==> src/ecs_regs.vh <==
`ifndef ECS_REGS_VH
`define ECS_REGS_VH

// data and frame geometry
`define ECS_DATA_W 10
`define ECS_FRAME_BITS 12
`define ECS_FRAME_LAST 4'hB
`define ECS_HALF_FRAME 4'h6
`define ECS_START_BIT 1'b1
`define ECS_STOP_BIT 1'b0
// six ones then six zeros, first bit sent in bit 0
`define ECS_SYNC_FRAME 12'h03F

// timing counts, in transmit clock periods
`define ECS_TX_LOCK_CYCLES 10'h1FE
`define ECS_SYNC_IGNORE_CYCLES 3'h5

// register byte offsets
`define ECS_CTRL_OFS 8'h00
`define ECS_STAT_OFS 8'h04
`define ECS_CAND_OFS 8'h08
`define ECS_LOSS_OFS 8'h0C

// control fields
`define ECS_CTRL_RX_OE 0
`define ECS_CTRL_RX_EDGE 1
`define ECS_CTRL_RX_OE_RST 1'b1
`define ECS_CTRL_RX_EDGE_RST 1'b1

// status fields
`define ECS_STAT_RX_LOCK 0
`define ECS_STAT_TX_LOCK 1
`define ECS_STAT_AMBIG 2
`define ECS_STAT_TX_SYNC 3
`define ECS_STAT_TX_IGNORE 4
`define ECS_STAT_RX_SLEEP 5
`define ECS_STAT_TX_SLEEP 6
`define ECS_STAT_RX_PLL 7

`endif

==> src/ecs_serdes.v <==
// Behaviour
// serial output undriven for 510 transmit clocks after reset or wake
// outside supplies reference clock; receive PLL locks to it before hunting
// either sync request high sends six ones then six zeros each frame
// data frames resume only once both sync requests are low
// lock indicator high while the receiver is still acquiring
// lock indicator low on lock; parallel outputs then carry received data
// words sampled on rising transmit clock edge if edge select high, else falling
// sync request high five transmit clocks makes parallel inputs ignored
// each word framed by start bit one and stop bit zero
// twelve bits shifted out per frame
// serial output driven only with enable, wake and acquisition done
// parallel outputs valid only while lock indicator is low
// parallel outputs timed by recovered clock with selectable active edge
// loss of lock raises indicator and releases data and clock outputs
// outside system pulses a sync request on loss of lock
// receiver locks to random data without any sync pattern
// several possible frame positions keep lock off and hunting on
// false lock comes from a low data bit next to a high one
// receiver sleeps with wake and enable low; transmitter with wake low
// sleep stops both PLLs and releases outputs until wake goes high
// after sleep both sides reacquire; lock indicator high until relock
// transmit enable low keeps all state so enabling resumes it
// receive enable low releases data and clock, lock indicator stays driven
// transmit PLL locks within 510 to 513 transmit clocks
// transmitter release makes the receiver lose lock and resynchronise
// start bit first, data bits zero to nine, then stop bit
// sync requests synchronised and counted in transmit clock periods
`timescale 1ns/1ps
`default_nettype none
`include "ecs_regs.vh"

module ecs_serdes #(
   parameter [3:0] LOCK_FRAMES = 4'h4,
   parameter [4:0] REF_EDGES = 5'h10
) (
   // system
   input wire clk,
   input wire rstn,
   // wishbone slave
   input wire wb_cyc_i,
   input wire wb_stb_i,
   input wire wb_we_i,
   input wire [3:0] wb_sel_i,
   input wire [7:0] wb_adr_i,
   input wire [31:0] wb_dat_i,
   output reg wb_ack_o,
   output reg [31:0] wb_dat_o,
   // serializer pins
   input wire tx_parallel_clock,
   input wire sync_request_a,
   input wire sync_request_b,
   input wire tx_edge_select,
   input wire tx_output_enable,
   input wire sleep_control_n,
   input wire [9:0] tx_parallel_in,
   output reg tx_serial_out,
   output reg tx_serial_oe,
   // deserializer pins
   input wire rx_serial_in,
   input wire rx_reference_clock,
   output reg [9:0] rx_parallel_out,
   output reg rx_parallel_oe,
   output reg rx_recovered_clock,
   output reg rx_clock_oe,
   output reg rx_lock_n
);

   localparam [3:0] ST_SLEEP = 4'h1;
   localparam [3:0] ST_ACQ = 4'h2;
   localparam [3:0] ST_HUNT = 4'h4;
   localparam [3:0] ST_LOCK = 4'h8;

   function [3:0] ones_count;
      input [11:0] v;
      integer i;
      begin
         ones_count = 4'h0;
         for (i = 0; i < 12; i = i + 1) begin
            ones_count = ones_count + {3'h0, v[i]};
         end
      end
   endfunction

   function [3:0] first_index;
      input [11:0] v;
      integer i;
      begin
         first_index = 4'h0;
         for (i = 11; i >= 0; i = i - 1) begin
            if (v[i]) begin
               first_index = i[3:0];
            end
         end
      end
   endfunction

   // every serializer and deserializer pin passes two flops before any logic reads it
   wire [17:0] pin_raw;
   reg [17:0] pin_s1;
   reg [17:0] pin_s2;
   assign pin_raw = {rx_reference_clock, rx_serial_in, tx_parallel_in,
                     sleep_control_n, tx_output_enable, tx_edge_select,
                     sync_request_b, sync_request_a, tx_parallel_clock};

   always @(posedge clk) begin
      if (!rstn) begin
         pin_s1 <= 18'h00000;
         pin_s2 <= 18'h00000;
      end else begin
         pin_s1 <= pin_raw;
         pin_s2 <= pin_s1;
      end
   end

   wire tx_parallel_clock_s = pin_s2[0];
   wire sync_a_s = pin_s2[1];
   wire sync_b_s = pin_s2[2];
   wire edge_s = pin_s2[3];
   wire tx_oe_s = pin_s2[4];
   wire wake_s = pin_s2[5];
   wire [9:0] din_s = pin_s2[15:6];
   wire rx_bit_s = pin_s2[16];
   wire ref_s = pin_s2[17];

   reg tx_parallel_clock_d;
   reg ref_d;
   always @(posedge clk) begin
      if (!rstn) begin
         tx_parallel_clock_d <= 1'b0;
         ref_d <= 1'b0;
      end else begin
         tx_parallel_clock_d <= tx_parallel_clock_s;
         ref_d <= ref_s;
      end
   end
   wire tx_parallel_clock_rise = tx_parallel_clock_s & ~tx_parallel_clock_d;
   wire tx_parallel_clock_fall = ~tx_parallel_clock_s & tx_parallel_clock_d;
   wire ref_rise = ref_s & ~ref_d;

   // control register
   reg rx_oe_reg;
   reg rx_edge_reg;

   // ---------------- serializer ----------------
   wire tx_sleep = ~wake_s;
   reg [9:0] tx_lock_cnt;
   reg tx_locked;
   always @(posedge clk) begin
      if (!rstn || tx_sleep) begin
         tx_lock_cnt <= 10'h000;
         tx_locked <= 1'b0;
      end else if (tx_parallel_clock_rise && !tx_locked) begin
         // lock lands on the 510th edge, plus synchroniser latency
         if (tx_lock_cnt == `ECS_TX_LOCK_CYCLES - 10'h001) begin
            tx_locked <= 1'b1;
         end
         tx_lock_cnt <= tx_lock_cnt + 10'h001;
      end
   end

   wire sync_any = sync_a_s | sync_b_s;
   reg [2:0] sync_cnt;
   always @(posedge clk) begin
      if (!rstn || !sync_any) begin
         sync_cnt <= 3'h0;
      end else if (tx_parallel_clock_rise && sync_cnt != `ECS_SYNC_IGNORE_CYCLES) begin
         sync_cnt <= sync_cnt + 3'h1;
      end
   end
   wire tx_ignore = sync_any && (sync_cnt == `ECS_SYNC_IGNORE_CYCLES);

   reg [9:0] tx_word;
   wire tx_take = tx_edge_select_edge(edge_s, tx_parallel_clock_rise, tx_parallel_clock_fall);
   function tx_edge_select_edge;
      input sel;
      input r;
      input f;
      begin
         tx_edge_select_edge = sel ? r : f;
      end
   endfunction

   always @(posedge clk) begin
      if (!rstn) begin
         tx_word <= 10'h000;
      end else if (tx_take && tx_locked && !tx_ignore) begin
         tx_word <= din_s;
      end
   end

   // frame shifter; only the latest sampled word is framed at each frame start
   reg [3:0] tx_bit_idx;
   reg [10:0] tx_shift;
   wire [11:0] next_frame = sync_any ? `ECS_SYNC_FRAME :
                            {`ECS_STOP_BIT, tx_word, `ECS_START_BIT};
   always @(posedge clk) begin
      if (!rstn || !tx_locked) begin
         tx_bit_idx <= 4'h0;
         tx_shift <= 11'h000;
         tx_serial_out <= 1'b0;
      end else begin
         if (tx_bit_idx == `ECS_FRAME_LAST) begin
            tx_bit_idx <= 4'h0;
         end else begin
            tx_bit_idx <= tx_bit_idx + 4'h1;
         end
         if (tx_bit_idx == 4'h0) begin
            tx_serial_out <= next_frame[0];
            tx_shift <= next_frame[11:1];
         end else begin
            tx_serial_out <= tx_shift[0];
            tx_shift <= {1'b0, tx_shift[10:1]};
         end
      end
   end

   // enable only gates the driver, so re-enabling resumes the same stream
   always @(posedge clk) begin
      if (!rstn) begin
         tx_serial_oe <= 1'b0;
      end else begin
         tx_serial_oe <= tx_locked & tx_oe_s & wake_s; // see
      end
   end

   // ---------------- deserializer ----------------
   wire rx_sleep = ~wake_s & ~rx_oe_reg;
   reg [4:0] ref_cnt;
   reg rx_pll_ok;
   always @(posedge clk) begin
      if (!rstn || rx_sleep) begin
         ref_cnt <= 5'h00;
         rx_pll_ok <= 1'b0;
      end else if (ref_rise && !rx_pll_ok) begin
         if (ref_cnt == REF_EDGES - 5'h01) begin
            rx_pll_ok <= 1'b1;
         end
         ref_cnt <= ref_cnt + 5'h01;
      end
   end

   // newest bit in [0]; a frame ends when [11] is a start and [0] a stop
   reg [11:0] rx_sh;
   reg [3:0] rx_ph;
   always @(posedge clk) begin
      if (!rstn || rx_sleep) begin
         rx_sh <= 12'h000;
         rx_ph <= 4'h0;
      end else begin
         rx_sh <= {rx_sh[10:0], rx_bit_s};
         if (rx_ph == `ECS_FRAME_LAST) begin
            rx_ph <= 4'h0;
         end else begin
            rx_ph <= rx_ph + 4'h1;
         end
      end
   end
   wire frame_match = rx_sh[11] & ~rx_sh[0];

   wire [9:0] rx_word;
   wire [11:0] cand;
   genvar g;
   generate
      for (g = 0; g < 10; g = g + 1) begin : g_word
         assign rx_word[g] = rx_sh[10 - g];
      end
      // one confidence counter per bit phase; random data leaves one survivor
      for (g = 0; g < 12; g = g + 1) begin : g_phase
         reg [3:0] hits;
         always @(posedge clk) begin
            if (!rstn || rx_sleep || !rx_pll_ok) begin
               hits <= 4'h0;
            end else if (rx_ph == g) begin
               if (!frame_match) begin
                  hits <= 4'h0;
               end else if (hits != LOCK_FRAMES) begin
                  hits <= hits + 4'h1;
               end
            end
         end
         assign cand[g] = (hits == LOCK_FRAMES);
      end
   endgenerate

   // a held 0-1 data pair repeats a start/stop look-alike at another phase
   wire [3:0] n_cand = ones_count(cand);
   wire ambiguous = (n_cand > 4'h1); // see

   reg [3:0] rx_state;
   reg [3:0] next_rx_state;
   reg [3:0] lock_ph;
   reg [3:0] loss_cnt;
   wire [3:0] mid_ph = (lock_ph >= `ECS_HALF_FRAME) ? lock_ph - `ECS_HALF_FRAME :
                       lock_ph + `ECS_HALF_FRAME;

   always @* begin
      next_rx_state = rx_state;
      case (rx_state)
         ST_SLEEP: begin
            if (!rx_sleep) begin
               next_rx_state = ST_ACQ;
            end
         end
         ST_ACQ: begin
            if (rx_pll_ok) begin
               next_rx_state = ST_HUNT;
            end
         end
         ST_HUNT: begin
            if (n_cand == 4'h1) begin
               next_rx_state = ST_LOCK;
            end
         end
         ST_LOCK: begin
            // a released or idle line breaks the locked phase
            if (!cand[lock_ph] || ambiguous) begin // see
               next_rx_state = ST_HUNT;
            end
         end
         default: begin
            next_rx_state = ST_SLEEP;
         end
      endcase
      if (rx_sleep) begin
         next_rx_state = ST_SLEEP;
      end
   end

   always @(posedge clk) begin
      if (!rstn) begin
         rx_state <= ST_SLEEP;
         lock_ph <= 4'h0;
         loss_cnt <= 4'h0;
      end else begin
         rx_state <= next_rx_state;
         if (rx_state == ST_HUNT && next_rx_state == ST_LOCK) begin
            lock_ph <= first_index(cand);
         end
         if (rx_state == ST_LOCK && next_rx_state != ST_LOCK && loss_cnt != 4'hF) begin
            loss_cnt <= loss_cnt + 4'h1;
         end
      end
   end

   wire rx_locked = (rx_state == ST_LOCK);

   always @(posedge clk) begin
      if (!rstn) begin
         rx_lock_n <= 1'b1;
         rx_parallel_oe <= 1'b0;
         rx_clock_oe <= 1'b0;
      end else begin
         rx_lock_n <= ~rx_locked; // see see
         rx_parallel_oe <= rx_locked & rx_oe_reg; // see see
         rx_clock_oe <= rx_locked & rx_oe_reg;
      end
   end

   // data changes on the idle edge; the active edge comes half a frame later
   always @(posedge clk) begin
      if (!rstn) begin
         rx_parallel_out <= 10'h000;
         rx_recovered_clock <= 1'b0;
      end else if (rx_locked) begin
         if (rx_ph == lock_ph && frame_match) begin
            rx_parallel_out <= rx_word;
            rx_recovered_clock <= ~rx_edge_reg;
         end else if (rx_ph == mid_ph) begin
            rx_recovered_clock <= rx_edge_reg;
         end
      end
   end

   // ---------------- wishbone slave ----------------
   wire wb_req = wb_cyc_i & wb_stb_i & ~wb_ack_o;
   reg [31:0] rd_val;
   always @* begin
      rd_val = 32'h00000000;
      case (wb_adr_i)
         `ECS_CTRL_OFS: begin
            rd_val[`ECS_CTRL_RX_OE] = rx_oe_reg;
            rd_val[`ECS_CTRL_RX_EDGE] = rx_edge_reg;
         end
         `ECS_STAT_OFS: begin
            rd_val[`ECS_STAT_RX_LOCK] = rx_locked;
            rd_val[`ECS_STAT_TX_LOCK] = tx_locked;
            rd_val[`ECS_STAT_AMBIG] = ambiguous;
            rd_val[`ECS_STAT_TX_SYNC] = sync_any;
            rd_val[`ECS_STAT_TX_IGNORE] = tx_ignore;
            rd_val[`ECS_STAT_RX_SLEEP] = rx_sleep;
            rd_val[`ECS_STAT_TX_SLEEP] = tx_sleep;
            rd_val[`ECS_STAT_RX_PLL] = rx_pll_ok;
         end
         `ECS_CAND_OFS: begin
            rd_val[11:0] = cand;
         end
         `ECS_LOSS_OFS: begin
            rd_val[3:0] = loss_cnt;
         end
         default: begin
            rd_val = 32'h00000000;
         end
      endcase
   end

   always @(posedge clk) begin
      if (!rstn) begin
         wb_ack_o <= 1'b0;
         wb_dat_o <= 32'h00000000;
         rx_oe_reg <= `ECS_CTRL_RX_OE_RST;
         rx_edge_reg <= `ECS_CTRL_RX_EDGE_RST;
      end else begin
         wb_ack_o <= wb_req;
         if (wb_req) begin
            wb_dat_o <= rd_val;
            if (wb_we_i && wb_sel_i[0] && wb_adr_i == `ECS_CTRL_OFS) begin
               rx_oe_reg <= wb_dat_i[`ECS_CTRL_RX_OE];
               rx_edge_reg <= wb_dat_i[`ECS_CTRL_RX_EDGE];
            end
         end
      end
   end

endmodule // ecs_serdes
`default_nettype wire

==> config.mk <==
export PLATFORM = sky130hd
export DESIGN_NAME = ecs_serdes
export DESIGN_NICKNAME = d
export VERILOG_FILES = /design/src/ecs_serdes.v
export VERILOG_INCLUDE_DIRS = /design/src /design/src/src
export SDC_FILE = /design/constraint.sdc
export NUM_CORES = 1
export LEC_CHECK = 0
export ABC_CLOCK_PERIOD_IN_PS = 7900
export BUFFER_PORTS_ARGS = -buffer_cell sky130_fd_sc_hd__buf_2
export CAP_MARGIN = 10
export CORE_UTILIZATION = 62
export DETAILED_ROUTE_END_ITERATION = 6
export PLACE_DENSITY = 0.85
export SYNTH_ARGS = -nofsm -noshare
export SYNTH_HDL_FRONTEND = slang
export SYNTH_SLANG_ARGS = --single-unit
==> constraint.sdc <==
create_clock -name clk -period 7.9 [get_ports clk]
set_clock_uncertainty 0.2 [all_clocks]
set_input_delay 0 -clock clk [delete_from_list [all_inputs] [get_ports clk]]
set_output_delay 0 -clock clk [all_outputs]
set_load 0.01 [all_outputs]
==> run summary, run 1 <==
The run finished with clean final reports. The max-slew violation count was 0; the average detailed-routed wire length per instance was 16.6 µm. The sequential cells in the finished layout cover a total of 3760 µm². For the number of buffers created by CTS, the log shows 17.

Yosys printed 0 warnings. Kind of end point of the critical path: a register. The number of flip-flops and latches in the synthesized netlist was 188. The synthesized area is 8570 µm².

The register with the most flip-flops in the layout has 48 of them. The number of core rows came out at 42. The die outline width came out at 120 µm. 116 I/O pins were placed. Max-cap violations in this run came to 0. The remaining routing DRC violations was 0. At the pin with the least slew margin, the transition time is 1160 ps.

The area growth from synthesis to layout is 16.6%. Predominant post-synthesis flop cell: sky130_fd_sc_hd__dfxtp_1. The worst slack after detailed placement came out at 2170 ps. Worst hold path class: input pin to register.

The tools report the overall routing resource usage as 29.6%. Summed over all layers, the global routing overflow is 0. The highest cell delay on the worst timing path works out to 570 ps. IR analysis of the VDD net gives a maximum drop of 0.181 mV. Together, buffers and inverters on the worst path number 4. The first routing iteration left 639 violations. The worst path in the final design needs a cycle of 5820 ps, including I/O delays and setup. For the worst-skew pair, the clock arrives at the later sink with an insertion delay of 440 ps.

Yosys mapped the design onto 75 distinct sky130hd cell types. Headroom to the max-slew limit came out at 22.4%. The via count of the first global-routing pass was 6,902; the count of fill cells added during filler insertion was 863. The die outline height is 120 µm.

For the core region area, the log shows 13,300 µm². After clock tree synthesis, the repair step resized 0 gates. For the number of antenna violations at the first check in global routing, the log shows 1.

Across all setup checks in the final design, the least slack found is 2080 ps. The count of vias placed by the detailed router was 6,961; the number of synthesized flops with an enable pin was 0. The logs give 0 for the setup-violating endpoint count in the final report and 8070 ps for the data required time of the worst path. TritonCTS built the clock tree. The via density per instance was 5.69; the first-pass GRT wire length was 33.3 mm. Summing all multi-input logic gate instances after layout gives 4350 µm². CTS placed an instance of sky130_fd_sc_hd__clkbuf_16 at the clock tree root. Of all flip-flops after synthesis, the portion carrying an async set or reset was 0%. After routing, the total negative slack on setup checks comes to 0 ps. The pin count of the biggest net entering global routing came out at 60. The highest net fanout along the worst path works out to 7. Cells fill 74.9% of the core in the end. The largest registers in the layout are g_phase.hits: 48 flops, pin_s1: 18 flops, pin_s2: 18 flops. Sequential-to-total area share from yosys stat: 43.9%.

Once detail routing completed, the nets flagged for antenna violations numbered 0. Derived from the worst setup path, the maximum achievable clock frequency is 0.172 GHz. The run gives 0.871 as the routability congestion estimate from global placement. Area of the die: 14,300 µm².

The startpoint type of the worst setup path is a register. The run gives 64.2% as the starting density of the core. Traced cell by cell, the critical path runs through inv_1, ha_1, nand3b_1, inv_1, fa_1, fa_1, inv_1, fa_1, fa_1, inv_1, ha_1, fa_1, or4_4, o31ai_4, and4_4, a21boi_4, a31oi_1, o22ai_1. Among all stages on the critical path, the largest delay is contributed by sky130_fd_sc_hd__fa_1. The run gives 0 as the final hold violation count. Setup repair after global routing left no endpoint under its margin. The share of final-layout standard cells stronger than drive strength 1 works out to 11.2%. The cell family with the largest share of critical-path delay is adder cells. More flip-flops sit in one register than any other, and that register is g_phase.hits. The clock transition at the register clock pins on the worst setup and hold paths after CTS was 70 ps. Buffers placed on the I/O ports in this run total 62. The H-tree was split into 4 levels. The average cell area after synthesis was 9.17 µm². Total power per unit cell area: 202 nW/µm².

The cell count after synthesis came out at 935. CTS saw 188 sinks. The first TritonRoute pass finished after 5 iterations. The tools report the arrival time at the worst endpoint as 5980 ps.

For this block, the routed nets add up to 20.3 mm of wire. Dividing the final minimum period by the clock period gives 73.6%. Startpoint-to-endpoint class of the critical path: register to register. For the maximum root-to-sink buffer count, the log shows 2. Most numerous cell on the critical path: sky130_fd_sc_hd__fa_1. In this run the static leakage power is 4.24 nW. At the end of the flow, the number of nets in the layout was 1,152. The HPWL after detailed placement is 11.9 mm.
[cells in the mapped netlist (9+ instances only)]
cell	n	area, µm²
sky130_fd_sc_hd__a21o_1	12	90.1
sky130_fd_sc_hd__nand4_1	19	119
sky130_fd_sc_hd__nor2_1	122	458
sky130_fd_sc_hd__and3_1	10	62.6
sky130_fd_sc_hd__a31oi_1	9	56.3
sky130_fd_sc_hd__mux2i_1	31	310
sky130_fd_sc_hd__a21oi_1	40	200
sky130_fd_sc_hd__clkbuf_1	19	71.3
sky130_fd_sc_hd__nand3b_1	11	82.6
sky130_fd_sc_hd__nor3_1	16	80.1
sky130_fd_sc_hd__o21ai_0	15	75.1
sky130_fd_sc_hd__nand3_1	16	80.1
sky130_fd_sc_hd__xor2_1	29	254
sky130_fd_sc_hd__nand2_1	78	293
sky130_fd_sc_hd__xnor2_1	21	184
sky130_fd_sc_hd__buf_4	21	158
sky130_fd_sc_hd__inv_1	57	214
sky130_fd_sc_hd__nand2b_1	9	56.3
sky130_fd_sc_hd__ha_1	43	538
sky130_fd_sc_hd__and2_1	56	350
sky130_fd_sc_hd__dfxtp_1	188	3760
[layout by cell type, fill, tap and decap left out, drive strengths merged, types with 7 or more instances in the layout]
cell	count
nand2b	9
nor2	123
a31oi	9
conb	20
and3	11
xor2	29
a21o	12
nand2	78
dfxtp	188
nor3	16
nand4	19
o21ai	16
nand3b	12
a21oi	40
a22oi	8
ha	43
xnor2	21
mux2i	31
clkbuf	18
inv	61
o211ai	7
dlygate4sd3	48
buf	65
fa	7
nor2b	8
and2	56
nand3	16
[kinds of logic (layout without fill, tap and decap cells)]
group / Yosys count / count (layout) / share of synthesized area, %
compound gates: 128 / 128 / 10.5
mux: 33 / 33 / 4.14
simple gates: 377 / 377 / 22.2
other cells: 1 / 21 / 0.0437
fa+ha+maj: 50 / 50 / 7.91
flops: 188 / 188 / 43.9
xor+xnor: 50 / 50 / 5.11
buf+inv: 108 / 201 / 6.26
[per-layer routing]
layer	wire (µm)	global-route usage [%]	share of wire [%]	vias to the layer above
met3	1250	7.13	6.2	81
met2	9810	50.4	48	273
met5	0	0	0	-
li1	-	-	-	3315
met1	8310	34.6	41	3292
met4	893	15.5	4.4	0
[repair_timing]
| action | CTS | global route |
|---|---|---|
| setup endpoints to repair | 0 | 0 |
| buffers inserted | 0 | 0 |
| hold buffers | 48 | 0 |
| hold endpoints to repair | 55 | 0 |
[worst reg2reg max path, stage by stage (launching register included)]
cell and delay [ps]:
sky130_fd_sc_hd__dfxtp_1 400, sky130_fd_sc_hd__inv_1 70, sky130_fd_sc_hd__ha_1 200, sky130_fd_sc_hd__nand3b_1 270, sky130_fd_sc_hd__inv_1 220, sky130_fd_sc_hd__fa_1 570
sky130_fd_sc_hd__fa_1 550, sky130_fd_sc_hd__inv_1 60, sky130_fd_sc_hd__fa_1 500, sky130_fd_sc_hd__fa_1 550, sky130_fd_sc_hd__inv_1 40, sky130_fd_sc_hd__ha_1 220
sky130_fd_sc_hd__fa_1 460, sky130_fd_sc_hd__or4_4 560, sky130_fd_sc_hd__o31ai_4 90, sky130_fd_sc_hd__and4_4 290, sky130_fd_sc_hd__a21boi_4 230, sky130_fd_sc_hd__a31oi_1 110
sky130_fd_sc_hd__o22ai_1 150
[stage by stage]
step	hold WS [ps]	power [mW]	cells	cell area (µm²)
2_1_floorplan	-74.9	1.06	954	8650
3_3_place_gp	6.65	1.08	1144	8880
3_5_place_dp	9.20	1.08	1144	8880
4_1_cts	50.5	2.02	1223	10000
5_1_grt	108	2.08	1224	10000
6_report	93.0	2.02	1224	10000
[cell type report]
type / count / share of cell area, %
diodes: 1 / 0.0250
clock buffers: 18 / 4.29
clock inverters: 13 / 2.14
inverters: 57 / 2.14
multi-input cells: 658 / 43.4
flip-flops and latches: 188 / 37.6
well taps: 176 / 2.20
repair buffers: 113 / 8.13
[report_power, final]
group,internal (mW),switching (mW)
clock,0.564,0.380
sequential,0.962,0.0123
combinational,0.0449,0.0589
total,1.57,0.451
[worst paths after layout]
| path | startpoint | cells after the start | endpoint | slack, ps |
|---|---|---|---|---|
| worst max-delay path | g_phase[3].hits[0] | 18 | loss_cnt[1] | 2080 |
| worst min-delay path | wb_stb_i | 3 | wb_ack_o | 90 |
| worst max register to register | g_phase[3].hits[0] | 18 | loss_cnt[1] | 2080 |
| worst min register to register | pin_s2[16] | 1 | rx_sh[0] | 230 |
No activity file was read; power rests on OpenSTA's default activity.
==> run 2, diff against run 1 <==
--- a/config.mk
+++ b/config.mk
@@ -6,12 +6,12 @@
 export SDC_FILE = /design/constraint.sdc
 export NUM_CORES = 1
 export LEC_CHECK = 0
-export ABC_CLOCK_PERIOD_IN_PS = 7900
+export ABC_CLOCK_PERIOD_IN_PS = 6000
 export BUFFER_PORTS_ARGS = -buffer_cell sky130_fd_sc_hd__buf_2
 export CAP_MARGIN = 10
-export CORE_UTILIZATION = 62
+export CORE_UTILIZATION = 58
 export DETAILED_ROUTE_END_ITERATION = 6
-export PLACE_DENSITY = 0.85
+export PLACE_DENSITY = 0.8
 export SYNTH_ARGS = -nofsm -noshare
 export SYNTH_HDL_FRONTEND = slang
 export SYNTH_SLANG_ARGS = --single-unit
==> constraint.sdc (replaced) <==
create_clock -name clk -period 6 [get_ports clk]
set_clock_uncertainty 0.2 [all_clocks]
set_input_delay 0 -clock clk [delete_from_list [all_inputs] [get_ports clk]]
set_output_delay 0 -clock clk [all_outputs]
set_load 0.01 [all_outputs]
==> run 2 against run 1 <==
Compared with the run above:
- utilization decreased by 6.2 points
- clock-buffer cell count shrank 1
- worst setup slack lost 1800 ps
- die area grew 6.8%
- critical endpoint unchanged
- critical path depth increased by 1
- highest routed layer unchanged
- cell count increased by 0.74%
==> run summary, run 2 (synthesis gave the netlist of run 1 again) <==
The run finished with clean final reports. First-pass iteration count of the detailed router: 5 (unchanged). Setup repair after global routing left no endpoint under its margin. The run gives 0 (unchanged) as the number of nets still failing antenna checks after routing. Design area: 9950 µm² (was 10,000 µm²). Critical-path cell list: inv_1, ha_1, nand2_1, or2_2, inv_1, fa_1, fa_1, inv_1, fa_1, fa_1, inv_1, ha_1, fa_1, or4_4, o31ai_4, and4_4, a21boi_4, a31oi_1, o22ai_1 (was inv_1, ha_1, nand3b_1, inv_1, fa_1, fa_1, inv_1, fa_1, fa_1, inv_1, ha_1, fa_1, or4_4, o31ai_4, and4_4, a21boi_4, a31oi_1, o22ai_1). Commonest cells after routing, fill and taps aside: sky130_fd_sc_hd__dfxtp_1 (188), sky130_fd_sc_hd__nor2_1 (122), sky130_fd_sc_hd__nand2_1 (78), sky130_fd_sc_hd__buf_2 (62), sky130_fd_sc_hd__inv_1 (57) (unchanged). The sink count of the clock tree was 188 (unchanged). The logs give 440 ps (about the same) for the insertion delay of the later-clocked pin in the worst-skew pair and 14,500 µm² (was 13,300 µm²) for the core region area.

The number of nets in the layout was 1,153 (was 1,152). The logs give 1 (unchanged) for the number of antenna violations at the first check in global routing and 2 (unchanged) for the maximum root-to-sink buffer count. The tools report the summed negative setup slack over all endpoints as 0 ps (unchanged). TritonCTS built the clock tree. Most common library cell in the layout ignoring fill and taps: sky130_fd_sc_hd__dfxtp_1 (unchanged). The remaining routing DRC violations was 0 (unchanged). The leakage power figure came out at 4.20 nW (was 4.24 nW).

The share of final-layout standard cells stronger than drive strength 1 was 11.5% (was 11.2%); the total buffers and inverters traversed by the critical path was 4 (unchanged). The starting density of the core was 59.2% (was 64.2%); the number of primary I/O pins was 116 (unchanged). The final period utilization was 94.9% (was 73.6%); the number of core rows was 44 (was 42). The run gives 29.7 mm (was 33.3 mm) as the first-pass GRT wire length.

The placed cell area came out at 8910 µm² (was 8880 µm²). The layout overhead on the synthesized area works out to 16.0% (was 16.6%). The startpoint-to-endpoint class of the critical path is register to register (unchanged). Setup-violating endpoint count in the final report: 0 (unchanged). Slowest stage cell on the critical path: sky130_fd_sc_hd__or4_4 (was sky130_fd_sc_hd__fa_1).

The cell family with the largest share of critical-path delay was adder cells (unchanged). Die outline height: 124 µm (was 120 µm). Most numerous cell on the critical path: sky130_fd_sc_hd__fa_1 (unchanged).

The highest cell delay on the worst timing path is 560 ps (was 570 ps). The area of the die is 15,300 µm² (was 14,300 µm²), and the highest net fanout along the worst path is 5 (was 7). The tools report the max-slew headroom at the worst pin as 23.1% (was 22.4%). Biggest regs: g_phase.hits: 48 flops, pin_s1: 18 flops, pin_s2: 18 flops (unchanged). The tools report the kind of end point of the critical path as a register (unchanged).

The post-detailed-placement half-perimeter wirelength came out at 11.7 mm (was 11.9 mm). The upper clock frequency limit is 0.176 GHz (was 0.172 GHz), and the count of buffers from port buffering is 62 (unchanged). The total power is 2.53 mW (was 2.02 mW), and the post-cts sizing count is 0 (unchanged). The number of flip-flops in the largest register was 48 (unchanged); the CTS H-tree depth was 4 (unchanged).

The post-detailed-routing wire length was 18.8 mm (was 20.3 mm); the clock transition at the register clock pins on the worst setup and hold paths after CTS was 70 ps (about the same). The die outline width is 124 µm (was 120 µm). The final hold violation count is 0 (unchanged), and the transition time of the tightest slew-check pin is 1150 ps (was 1160 ps). Time the final worst path needs with I/O delays and setup: 5690 ps (was 5820 ps).

The count of vias placed by the detailed router was 6,821 (was 6,961). Register ranked first by flip-flop count: g_phase.hits (unchanged). The total power per unit cell area was 254 nW/µm² (was 202 nW/µm²). For the routability congestion estimate from global placement, the log shows 0.864 (was 0.871). The via density per instance works out to 5.53 (was 5.69). Overflow left after global routing: 0 (unchanged). The via count of the first global-routing pass is 6,299 (was 6,902).

The tools report the peak supply drop as 0.222 mV (was 0.181 mV). The tools report the root buffer cell as sky130_fd_sc_hd__clkbuf_16 (unchanged). The logs give 25.1% (was 29.6%) for the overall routing resource usage and 0 (unchanged) for the count of max-cap constraint violations.

The startpoint type of the worst setup path is a register (unchanged). The logs give 529 (was 639) for the number of DRC violations after detailed-routing iteration 0 and 17 (unchanged) for the number of buffers created by CTS. The max-slew violation count is 0 (unchanged), and the pin count of the biggest net entering global routing is 60 (unchanged). The average detailed-routed wire length per instance was 15.3 µm (was 16.6 µm); the arrival time at the worst endpoint was 5860 ps (was 5980 ps). The worst hold path class is input pin to register (unchanged).

The run gives 6160 ps (was 8070 ps) as the data required time of the worst path.
## run 2: repair_timing
item                      CTS  global route
hold endpoints to repair   58             0
setup buffers               0             0
hold buffers               46             0
## run 2: where the power goes
group	switching [mW]	total, mW	leakage, nW	internal (mW)
Sequential	0.0151	1.28	1.52	1.27
Combinational	0.0760	0.135	2.40	0.0587
Clock	0.522	1.11	0.273	0.587
## run 2: final timing paths
check	startpoint	endpoint	slack, ps	cells past startpoint
worst max-delay path	g_phase[1].hits[0]	loss_cnt[1]	310	19
worst min-delay path	wb_stb_i	wb_ack_o	60	3
worst max register to register	g_phase[1].hits[0]	loss_cnt[1]	310	19
worst min register to register	pin_s1[4]	pin_s2[4]	230	1
## run 2: worst min-delay path, cell delays in order
cell and delay, ps:
sky130_fd_sc_hd__buf_2 100, sky130_fd_sc_hd__nand3b_1 460, sky130_fd_sc_hd__nor2_1 70
## run 2: per-layer routing
| layer | part of all wire (%) | vias to the layer above | global-route usage (%) |
|---|---|---|---|
| li1 | - | 3320 | - |
| met1 | 43 | 3247 | 31.0 |
| met2 | 49 | 207 | 42.1 |
| met3 | 5.3 | 47 | 5.54 |
| met4 | 3.1 | 0 | 10.7 |
| met5 | 0 | - | 0 |
## run 2: final cells by class
| type | instances | area (µm²) |
|---|---|---|
| fill | 1082 | 4530 |
| multi-input combinational | 658 | 4350 |
| sequential | 188 | 3760 |
| timing repair buffer | 114 | 816 |
| clock buffer | 17 | 425 |
| tap | 184 | 230 |
| inverter | 57 | 214 |
| clock inverter | 14 | 150 |
| antenna | 1 | 2.50 |
## run 2: stage by stage
step                      std cells  setup slack, ps  hold WS (ps)  util, %
final                          1233              306          58.2     68.7
after global routing           1233             46.7           136     68.7
after CTS                      1232              330          57.3     68.7
after detailed placement       1155              349          9.93     61.5
after global placement         1155              446          5.09     61.5
after floorplan                 954              698         -74.9        -
